$ cat src/core/gfrs_regs.svh
// Constants for the field reference and format select block
`ifndef GFRS_REGS_SVH
`define GFRS_REGS_SVH
`define GFRS_FMT_W 6
`define GFRS_SYNC_STAGES 2
`define GFRS_VID_CLK_COUNT 8
`define GFRS_GFX_CLK_COUNT 13
`define GFRS_VID_FMT_COUNT 35
`define GFRS_GFX_FMT_COUNT 13
`define GFRS_GFX_FMT_BASE 6'h23
`define GFRS_FMT_STABLE_NS 400
`define GFRS_CLK_NS 100
`define GFRS_FMT_STABLE_CYC ((`GFRS_FMT_STABLE_NS + `GFRS_CLK_NS - 1) / `GFRS_CLK_NS)
`define GFRS_RUN_W 8
`define GFRS_REF_MIN_RUN 4
`endif

$ cat src/core/gfrs_pkg.sv
// Types for the field reference and format select block
package gfrs_pkg;
  typedef enum logic [1:0] {
    GFRS_FMT_VIDEO,
    GFRS_FMT_GRAPHICS,
    GFRS_FMT_NONE
  } gfrs_fmt_class_t;
  typedef enum logic {
    GFRS_REF_SYNC,
    GFRS_REF_BLANK
  } gfrs_ref_kind_t;
endpackage

$ cat src/core/gfrs_core.sv
// Field reference capture and format select decode
`timescale 1ns/100ps
`include "gfrs_regs.svh"
module gfrs_core (
  input wire logic clk,
  input wire logic rstn,
  input wire logic ce,
  input wire logic field_ref_in,
  input wire logic line_ref_in,
  input wire logic frame_ref_in,
  input wire logic [`GFRS_FMT_W-1:0] format_select,
  input wire gfrs_pkg::gfrs_ref_kind_t ref_kind,
  output logic first_field,
  output logic field_valid,
  output logic field_tag_strobe,
  output logic line_strobe,
  output logic [`GFRS_FMT_W-1:0] format_code,
  output gfrs_pkg::gfrs_fmt_class_t format_class,
  output logic [4:0] clock_index,
  output logic [5:0] timing_index,
  output logic format_change
);
  import gfrs_pkg::*;

  localparam int NIN = 3 + `GFRS_FMT_W;
  localparam logic [2:0] STABLE_CYC = 3'(`GFRS_FMT_STABLE_CYC);
  localparam int RUN_W = `GFRS_RUN_W;
  localparam logic [RUN_W-1:0] RUN_MAX = '1;
  // Seeded so the pins settling after reset is not taken as an edge
  localparam logic [RUN_W-1:0] RUN_MIN = RUN_W'(`GFRS_REF_MIN_RUN);

  logic [NIN-1:0] sync1;
  logic [NIN-1:0] sync2;
  logic [NIN-1:0] raw_in;
  logic fld_s, line_s, frame_s;
  logic [`GFRS_FMT_W-1:0] fmt_s;
  logic [1:0] ref_s;
  logic [1:0] ref_prev;
  logic [1:0] ref_idle;
  logic [1:0] ref_lead;
  logic [RUN_W-1:0] run_len [2];
  logic [RUN_W-1:0] last_len [2];
  logic line_lead, frame_lead;
  logic [`GFRS_FMT_W-1:0] fmt_cand;
  logic [2:0] fmt_cnt;
  logic fmt_primed;

  // Class of a select code: video codes first, graphics after
  function automatic gfrs_fmt_class_t fmt_class(input logic [`GFRS_FMT_W-1:0] c);
    if (c < 6'(`GFRS_VID_FMT_COUNT))
      return GFRS_FMT_VIDEO;
    else if (c < 6'(`GFRS_GFX_FMT_BASE + `GFRS_GFX_FMT_COUNT))
      return GFRS_FMT_GRAPHICS;
    else
      return GFRS_FMT_NONE;
  endfunction

  // Clock table index: video formats share 8 rates, graphics 13
  function automatic logic [4:0] fmt_clock(input logic [`GFRS_FMT_W-1:0] c);
    if (c < 6'(`GFRS_VID_FMT_COUNT))
      return 5'(c % 6'(`GFRS_VID_CLK_COUNT));
    else if (c < 6'(`GFRS_GFX_FMT_BASE + `GFRS_GFX_FMT_COUNT))
      return 5'(`GFRS_VID_CLK_COUNT) + 5'(c - 6'(`GFRS_GFX_FMT_BASE));
    else
      return 5'h00;
  endfunction

  assign raw_in = {field_ref_in, line_ref_in, frame_ref_in, format_select};

  // Two-flop synchroniser per input bit
  genvar gi;
  generate
    for (gi = 0; gi < NIN; gi++) begin : g_sync
      always_ff @(posedge clk or negedge rstn) begin
        if (!rstn) begin
          sync1[gi] <= 1'b0;
          sync2[gi] <= 1'b0;
        end else if (ce) begin
          sync1[gi] <= raw_in[gi];
          sync2[gi] <= sync1[gi];
        end
      end
    end
  endgenerate

  assign {fld_s, line_s, frame_s, fmt_s} = sync2;

  // Bit 0 frame reference, bit 1 line reference
  assign ref_s = {line_s, frame_s};

  // Idle is the longer of the last two runs; pulses assumed shorter than gaps
  generate
    for (gi = 0; gi < 2; gi++) begin : g_pol
      assign ref_lead[gi] = (ref_s[gi] != ref_prev[gi]) && (run_len[gi] > last_len[gi]);
      always_ff @(posedge clk or negedge rstn) begin
        if (!rstn) begin
          ref_prev[gi] <= 1'b0;
          ref_idle[gi] <= 1'b0;
          run_len[gi] <= '0;
          last_len[gi] <= RUN_MIN;
        end else if (ce) begin
          ref_prev[gi] <= ref_s[gi];
          if (ref_s[gi] != ref_prev[gi]) begin
            ref_idle[gi] <= ref_lead[gi] ? ref_prev[gi] : ref_s[gi];
            last_len[gi] <= run_len[gi];
            run_len[gi] <= '0;
          end else if (run_len[gi] != RUN_MAX) begin
            run_len[gi] <= run_len[gi] + RUN_W'(1);
          end
        end
      end
    end
  endgenerate

  assign {line_lead, frame_lead} = ref_lead;

  // Field tag at the frame sync leading edge
  always_ff @(posedge clk or negedge rstn) begin
    if (!rstn) begin
      first_field <= 1'b0;
      field_valid <= 1'b0;
      field_tag_strobe <= 1'b0;
      line_strobe <= 1'b0;
    end else if (ce) begin
      field_tag_strobe <= frame_lead;
      line_strobe <= line_lead;
      if (frame_lead) begin
        field_valid <= 1'b1;
        // High means first field for sync-based, second for blanking-based
        first_field <= (ref_kind == GFRS_REF_SYNC) ? fld_s : !fld_s;
      end
    end
  end

  // Format select must hold for a few cycles before it is adopted
  always_ff @(posedge clk or negedge rstn) begin
    if (!rstn) begin
      fmt_cand <= '0;
      fmt_cnt <= '0;
      fmt_primed <= 1'b0;
      format_code <= '0;
      format_class <= GFRS_FMT_VIDEO;
      clock_index <= '0;
      timing_index <= '0;
      format_change <= 1'b0;
    end else if (ce) begin
      format_change <= 1'b0;
      if (fmt_s != fmt_cand) begin
        fmt_cand <= fmt_s;
        fmt_cnt <= '0;
      end else if (fmt_cnt < STABLE_CYC) begin
        fmt_cnt <= fmt_cnt + 3'h1;
      end else if (!fmt_primed || fmt_cand != format_code) begin
        fmt_primed <= 1'b1;
        format_code <= fmt_cand;
        format_class <= fmt_class(fmt_cand);
        clock_index <= fmt_clock(fmt_cand);
        timing_index <= fmt_cand;
        format_change <= 1'b1;
      end
    end
  end

  field_tag_a: assert property (@(posedge clk) disable iff (!rstn)
    ce && frame_lead |=> field_tag_strobe && field_valid)
    else $error("field tag missing after frame edge");

  field_sense_a: assert property (@(posedge clk) disable iff (!rstn)
    ce && frame_lead |=> first_field == (($past(ref_kind) == GFRS_REF_SYNC) ? $past(fld_s)
      : !$past(fld_s)))
    else $error("field tag sense wrong");

  field_hold_a: assert property (@(posedge clk) disable iff (!rstn)
    ce && !frame_lead |=> $stable(first_field))
    else $error("field tag changed without frame edge");

  sync_delay_a: assert property (@(posedge clk) disable iff (!rstn)
    ce ##1 ce |=> sync2 == $past(raw_in, 2))
    else $error("synchroniser delay wrong");

  polarity_a: assert property (@(posedge clk) disable iff (!rstn)
    ce && frame_lead |=> ref_idle[0] == $past(ref_prev[0]))
    else $error("frame idle level not learned");

  fmt_class_a: assert property (@(posedge clk) disable iff (!rstn)
    format_change |-> (format_code < 6'(`GFRS_VID_FMT_COUNT)) ==
      (format_class == GFRS_FMT_VIDEO))
    else $error("format class mismatch");

  fmt_adopt_a: assert property (@(posedge clk) disable iff (!rstn)
    format_change |-> ##1 !format_change || !ce)
    else $error("format change longer than one pulse");

  clk_range_a: assert property (@(posedge clk) disable iff (!rstn)
    clock_index < 5'(`GFRS_VID_CLK_COUNT + `GFRS_GFX_CLK_COUNT))
    else $error("clock index out of range");

  line_edge_a: assert property (@(posedge clk) disable iff (!rstn)
    ce |=> line_strobe == $past(line_lead))
    else $error("line strobe does not follow leading edge");

  field_valid_a: assert property (@(posedge clk) disable iff (!rstn)
    field_valid |=> field_valid)
    else $error("field valid dropped");

  fmt_timing_a: assert property (@(posedge clk) disable iff (!rstn)
    format_change |-> timing_index == format_code)
    else $error("timing index differs from format code");
endmodule

$ cat config.mk
export PLATFORM = sky130hd
export DESIGN_NAME = gfrs_core
export DESIGN_NICKNAME = d
export VERILOG_FILES = /design/src/core/gfrs_pkg.sv /design/src/core/gfrs_core.sv
export VERILOG_INCLUDE_DIRS = /design/src /design/src/core
export SDC_FILE = /design/constraint.sdc
export NUM_CORES = 1
export LEC_CHECK = 0
export BUFFER_PORTS_ARGS = -buffer_cell sky130_fd_sc_hd__buf_2
export CAP_MARGIN = 20
export CORE_MARGIN = 4
export CORE_UTILIZATION = 53
export DETAILED_ROUTE_END_ITERATION = 8
export PLACE_DENSITY = 0.83
export SETUP_SLACK_MARGIN = 0.05
export SLEW_MARGIN = 0
export SYNTH_ARGS = -nofsm -noshare
export SYNTH_HDL_FRONTEND = slang
export SYNTH_SLANG_ARGS = --single-unit
$ cat constraint.sdc
create_clock -name clk -period 1.7 [get_ports clk]
set_input_delay 0.085 -clock clk [delete_from_list [all_inputs] [get_ports clk]]
set_output_delay 0.085 -clock clk [all_outputs]
set_load 0.005 [all_outputs]
== After elaboration in Yosys (flattened, before gate mapping) ==
Index checks and enable logic that the tools add are counted.
Operators by class
  add/sub/neg operators: 5
  multipliers: 0
  div/mod/pow operators: 0
  magnitude comparators: 5
  equality and inequality tests: 6
  shift operators: 0
  muxes and demuxes: 14
  bitwise logic cells: 2
  reduce and logical (&&, ||, !) cells: 16
Operator list (count)
  8-bit 2-to-1 mux: 4
  8-bit by 1-bit adder with 8-bit output, second input constant: 2
  8-bit > comparator: 2
  8-bit != test, second input constant: 2
  2-bit AND reduction: 7
  6-bit < comparator, second input constant: 2
  6-bit != test: 2
  5-bit 2-to-1 mux: 2
  3-bit 2-to-1 mux: 2
  2-bit nonzero test: 3
  4-bit by 5-bit adder with 5-bit output, first input constant: 1
  5-bit by 2-bit subtractor with 5-bit output, second input constant: 1
  1-bit 2-to-1 mux: 4
  2-bit 2-to-1 mux: 2
  4-bit AND reduction: 1
  3-bit by 1-bit adder with 3-bit output, second input constant: 1
  3-bit < comparator, second input constant: 1
  1-bit logical AND: 2
  1-bit logical NOT: 2
  1-bit != test: 2
  1-bit NOT: 2
  1-bit logical OR: 1
Storage, ports and cells
  register bits after elaboration: 80
  bits in latches: 0
  memory bits (writable): 0
  memory bits (read-only): 0
  input bits: 13
  output and inout bits: 24
  logic and storage cells: 83
  memories kept: 0

== Depth between registers and ports, before layout ==
  depth in word-level cells: 5
  gate-level depth with buffers: 8
  gate-level depth less buffers: 7

== Worst setup path after synthesis ==
Ideal clock, no wire load.
  path kind: reg2reg
  start: register fmt_cand[0]
  end: register clock_index[0]
  setup time: 0.125 ns
  data arrival time: 1.752 ns
  data required time: 1.575 ns
  path slack: -0.176 ns
  cell stages (with the launch flop): 8
  path buffers: 2
  period minus slack after synthesis: 1.876 ns
  cells stage by stage: dfrtp_1 buf_6 xnor2_2 nand2_1 or4_4 buf_6 nor2_4 mux2_2
On the way
  longest elaborated chain between the ends: 4
Ends and longest elaborated chain
  start, declared: line gfrs_core.sv:44  | logic [`GFRS_FMT_W-1:0] fmt_cand;
  start signal, assigned: line gfrs_core.sv:149  | fmt_cand <= fmt_s;
  5-bit by 2-bit subtractor with 5-bit output: line gfrs_core.sv:63  | return 5'(`GFRS_VID_CLK_COUNT) + 5'(c - 6'(`GFRS_GFX_FMT_BASE));
  4-bit by 5-bit adder with 5-bit output: line gfrs_core.sv:63
  5-bit 2-to-1 mux: line gfrs_core.sv:62  | else if (c < 6'(`GFRS_GFX_FMT_BASE + `GFRS_GFX_FMT_COUNT))
  5-bit 2-to-1 mux: line gfrs_core.sv:60  | if (c < 6'(`GFRS_VID_FMT_COUNT))
  end signal, assigned: line gfrs_core.sv:157  | clock_index <= fmt_clock(fmt_cand);
  end, declared: line gfrs_core.sv:19  | output logic [4:0] clock_index,
Several ways; a longest one is shown, not always the timed one.
A chain may end at the register's enable or synchronous reset.

== Final worst setup path ==
  start: register sync2[4], in the netlist fmt_s[4]
  end: register clock_index[0]
On the way
  longest elaborated chain between the ends: 3
Ends and longest elaborated chain
  start, declared: line gfrs_core.sv:33  | logic [NIN-1:0] sync2;
  start signal, assigned by index: line gfrs_core.sv:80  | sync2[gi] <= sync1[gi];
  6-bit != test: line gfrs_core.sv:148  | if (fmt_s != fmt_cand) begin
  1-bit NOT (no line)
  4-bit AND reduction (no line)
No other way between the ends.

==> results.py <==
metrics = {
    "synthesis": {
        "synth_cells": 364,
        "ys.warnings.count": 0,
        "leading_area_contributor_after_synthesis": "sky130_fd_sc_hd__dfrtp_1",
        "register_bit_count_reported_by_yosys": 80,
        "yosys.area.top_type_share": 0.486,
        "number_of_enable_type_register_cells_in_the_synthesized_netlist": 0,
        "ys_dominant_reg_cell": "sky130_fd_sc_hd__dfrtp_1",
        "synthesis.nets": 397,
        "synth_top_cells_by_area": "sky130_fd_sc_hd__dfrtp_1 (49%), sky130_fd_sc_hd__mux2_2 (10%), sky130_fd_sc_hd__ha_1 (6.2%)",
        "asyncSetResetFlopFracSynth": 1.00,
        "netlist_area_sq_um": 4020,
        "yosys.cell_types.count": 47,
        "seq_area_frac_synth": 0.499,
        "synth.avg_cell_area_sq_um": 11.0,
    },
    "cts": {
        "tritoncts": "done",
        "cts-root-buf": "sky130_fd_sc_hd__clkbuf_8",
        "worstSkewPairLatency_ps": 350,
        "ctsLongestPathBuffers": 2,
        "clk_pin_slew_worst_paths_ps": 80,
        "cts.htree.levels": 3,
        "cts_inserted_buffers": 9,
        "cts_num_sinks": 80,
    },
    "die": {
        "die_area_sq_um": 9040,
        "num_rows": 31,
        "ios": 37,
        "floorplan.die.height_um": 95.1,
        "die_outline_width_um": 95.1,
        "core_area_sq_um": 7290,
        "start_util": 0.551,
    },
    "setup_path": {
        "critPathSlowestCell": "sky130_fd_sc_hd__or4_4",
        "crit-reg2reg-launch": "fmt_s[4]",
        "worst_ep_required_time_ps": 1940,
        "timing.setup.critical_path_class": "reg2reg",
        "cp.arrival_ps": 2150,
        "cp-endpoint": "clock_index[0]",
        "start_kind": "flop",
        "cp_cell_sequence": "xnor2_2 > nand4_1 > or4_4 > nor2_4 > mux2_4",
        "timing.critical_path.from": "fmt_s[4]",
        "critPathMaxFanout": 5,
        "worst_r2r_endpoint": "clock_index[0]",
        "reg2reg_setup_slack_ps": -210,
        "cp-end-kind": "flop",
        "slowest_cell_delay_on_critical_path_ps": 490,
        "rr_worst_depth": 5,
    },
    "timing": {
        "timing.setup.tns_ps": -2220,
        "least_setup_slack_across_all_paths_after_layout_ps": -208,
        "period_share": 1.12,
        "hold_violation_count_in_the_final_report": 0,
        "timing_worst_slew_pin_value_ps": 556,
        "max_freq_mhz": 524,
        "final_period_minus_worst_setup_slack_ps": 1910,
        "total_count_of_max_transition_violations_in_the_final_report": 0,
        "rsz0062_at_grt": "true",
        "slew_headroom": 0.629,
        "report.final.setup_viol": 16,
        "timing.clock.skew_ps": 8.14,
        "holdWs_ps": 131,
    },
    "route": {
        "antenna_left": 0,
        "routed_wl_mm": 9.69,
        "post_drt_wl_per_cell_um": 17.1,
        "drtPass1Iterations": 4,
        "via_count": 3180,
        "initial_drc_count": 183,
        "post_drt_via_cell_ratio": 5.61,
        "drc_errors": 0,
    },
    "power": {
        "power_density_nw_per_um2": 1070,
        "p_leak_nw": 2.39,
        "fin_total_pwr_mw": 5.58,
        "ir_drop_v": 0.000958,
    },
    "finish": {
        "antenna_cells_inserted": 0,
        "final_nets": 496,
        "final_area_sq_um": 5220,
        "layout_commonest_cell": "sky130_fd_sc_hd__dfrtp_1",
        "filler_free_cell_count_of_the_finished_design": 567,
        "mostFrequentLayoutCells": "sky130_fd_sc_hd__dfrtp_1 (74), sky130_fd_sc_hd__buf_4 (56), sky130_fd_sc_hd__nand2_1 (37)",
        "multiInputGateArea_sq_um": 2040,
        "filler_cell_count": 490,
        "area.growth.synth_to_final_pct": 30.0,
        "final-seq-area_sq_um": 2010,
        "layout-drive-gt1-share": 0.442,
        "final_util": 0.716,
    },
    "global_routing": {
        "grt_pass1_wl_mm": 15.4,
        "antenna_found_initial": 0,
        "grt.overflow.total": 0,
        "first_global_vias": 3383,
        "grt_max_degree": 42,
        "track_usage": 0.220,
    },
    "status": {
        "run_status": "finished with violations",
        "violations": "setup timing",
    },
    "placement": {
        "post_dp_cell_area_sq_um": 4590,
        "routabilityCongestion": 0.882,
        "hpwl_mm": 5.92,
        "pre_cts_slack_ps": -140,
        "place.port_buffers": 36,
        "placed_cells_incl_taps": 530,
    },
    "worst_hold_path": {
        "whs_path_depth": 3,
        "hold_class": "in2reg",
    },
    "job": {
        "maxCapViolCount": 0,
    },
}
## timing repair
action                                 4_1_cts  5_1_grt
setup endpoints to repair                   31       30
setup buffers                                7        6
gates resized for setup                     21       42
endpoints found under the hold margin       45        0
pin swaps                                    7       10
hold buffers                                10        0
## per-layer routing
layer / routed length [um] / global-route usage
met1: 3710 / 0.257
met3: 476 / 0.0410
met5: 0 / 0
met2: 5200 / 0.390
met4: 312 / 0.103
## worst max-delay path, delay by kind of cell, from the launching register on
family / cells / cell delay, ps
AND/OR/NAND/NOR: 3 / 820
flip-flops: 1 / 440
multiplexers: 1 / 310
XOR/XNOR: 1 / 220
## power by group
part / internal, mW / switching [mW] / total, mW
combinational: 0.994 / 0.938 / 1.93
clock: 0.566 / 0.712 / 1.28
sequential: 2.16 / 0.212 / 2.37
## registers in the layout, summed over array words and instances, names as in the netlist, 2 cells and up
name,flops
fmt_cnt,3
clock_index,5
fmt_cand,6
run_len,16
ref_prev,2
last_len,16
sync1,9
format_class,2
fmt_s,6
format_code,6
## how the worst min path moves through the flow
| stage | startpoint | slack (ps) | end |
|---|---|---|---|
| 4_1_cts | ref_kind | 130 | first_field |
| 3_3_place_gp | rstn | 110 | sync1[4] |
| 5_1_grt | ref_kind | 140 | first_field |
| 6_report | ref_kind | 130 | first_field |
| 2_1_floorplan | rstn | -210 | clock_index[0] |
| 3_5_place_dp | rstn | 110 | ref_prev[0] |
## cells by family after synthesis
logic type | after synthesis | share of synthesized area
AO/OA/AOI/OAI | 72 | 0.111
multiplexers | 37 | 0.104
flip-flops | 80 | 0.499
adder cells (fa/ha/maj) | 20 | 0.0623
buffers and inverters | 44 | 0.0607
XOR/XNOR | 22 | 0.0554
AND/OR/NAND/NOR | 89 | 0.108
## area by class of cell
| type | count | share of cell area |
|---|---|---|
| clock buffers | 11 | 0.0271 |
| inverters | 24 | 0.0172 |
| repair buffers | 108 | 0.150 |
| multi-input cells | 240 | 0.391 |
| well taps | 99 | 0.0237 |
| clock inverters | 5 | 0.00623 |
| flip-flops and latches | 80 | 0.385 |
## cell usage after synthesis, types with 2 or more instances
cell type and number:
sky130_fd_sc_hd__buf_6 6, sky130_fd_sc_hd__ha_1 20, sky130_fd_sc_hd__nor2b_1 3, sky130_fd_sc_hd__o41ai_2 2, sky130_fd_sc_hd__xnor2_2 4, sky130_fd_sc_hd__xnor2_1 11, sky130_fd_sc_hd__nor2_1 16, sky130_fd_sc_hd__buf_4 6
sky130_fd_sc_hd__dfrtp_1 78, sky130_fd_sc_hd__nand2_1 38, sky130_fd_sc_hd__xor2_1 7, sky130_fd_sc_hd__dfstp_2 2, sky130_fd_sc_hd__a21oi_1 14, sky130_fd_sc_hd__o211ai_1 2, sky130_fd_sc_hd__o31ai_1 5, sky130_fd_sc_hd__mux2_2 37
sky130_fd_sc_hd__nand4_1 8, sky130_fd_sc_hd__clkbuf_1 6, sky130_fd_sc_hd__nor3_1 6, sky130_fd_sc_hd__or3_1 3, sky130_fd_sc_hd__o41ai_1 2, sky130_fd_sc_hd__inv_1 23, sky130_fd_sc_hd__o21ai_0 36, sky130_fd_sc_hd__nand3_1 6
Power figures use the tool's default switching activity.
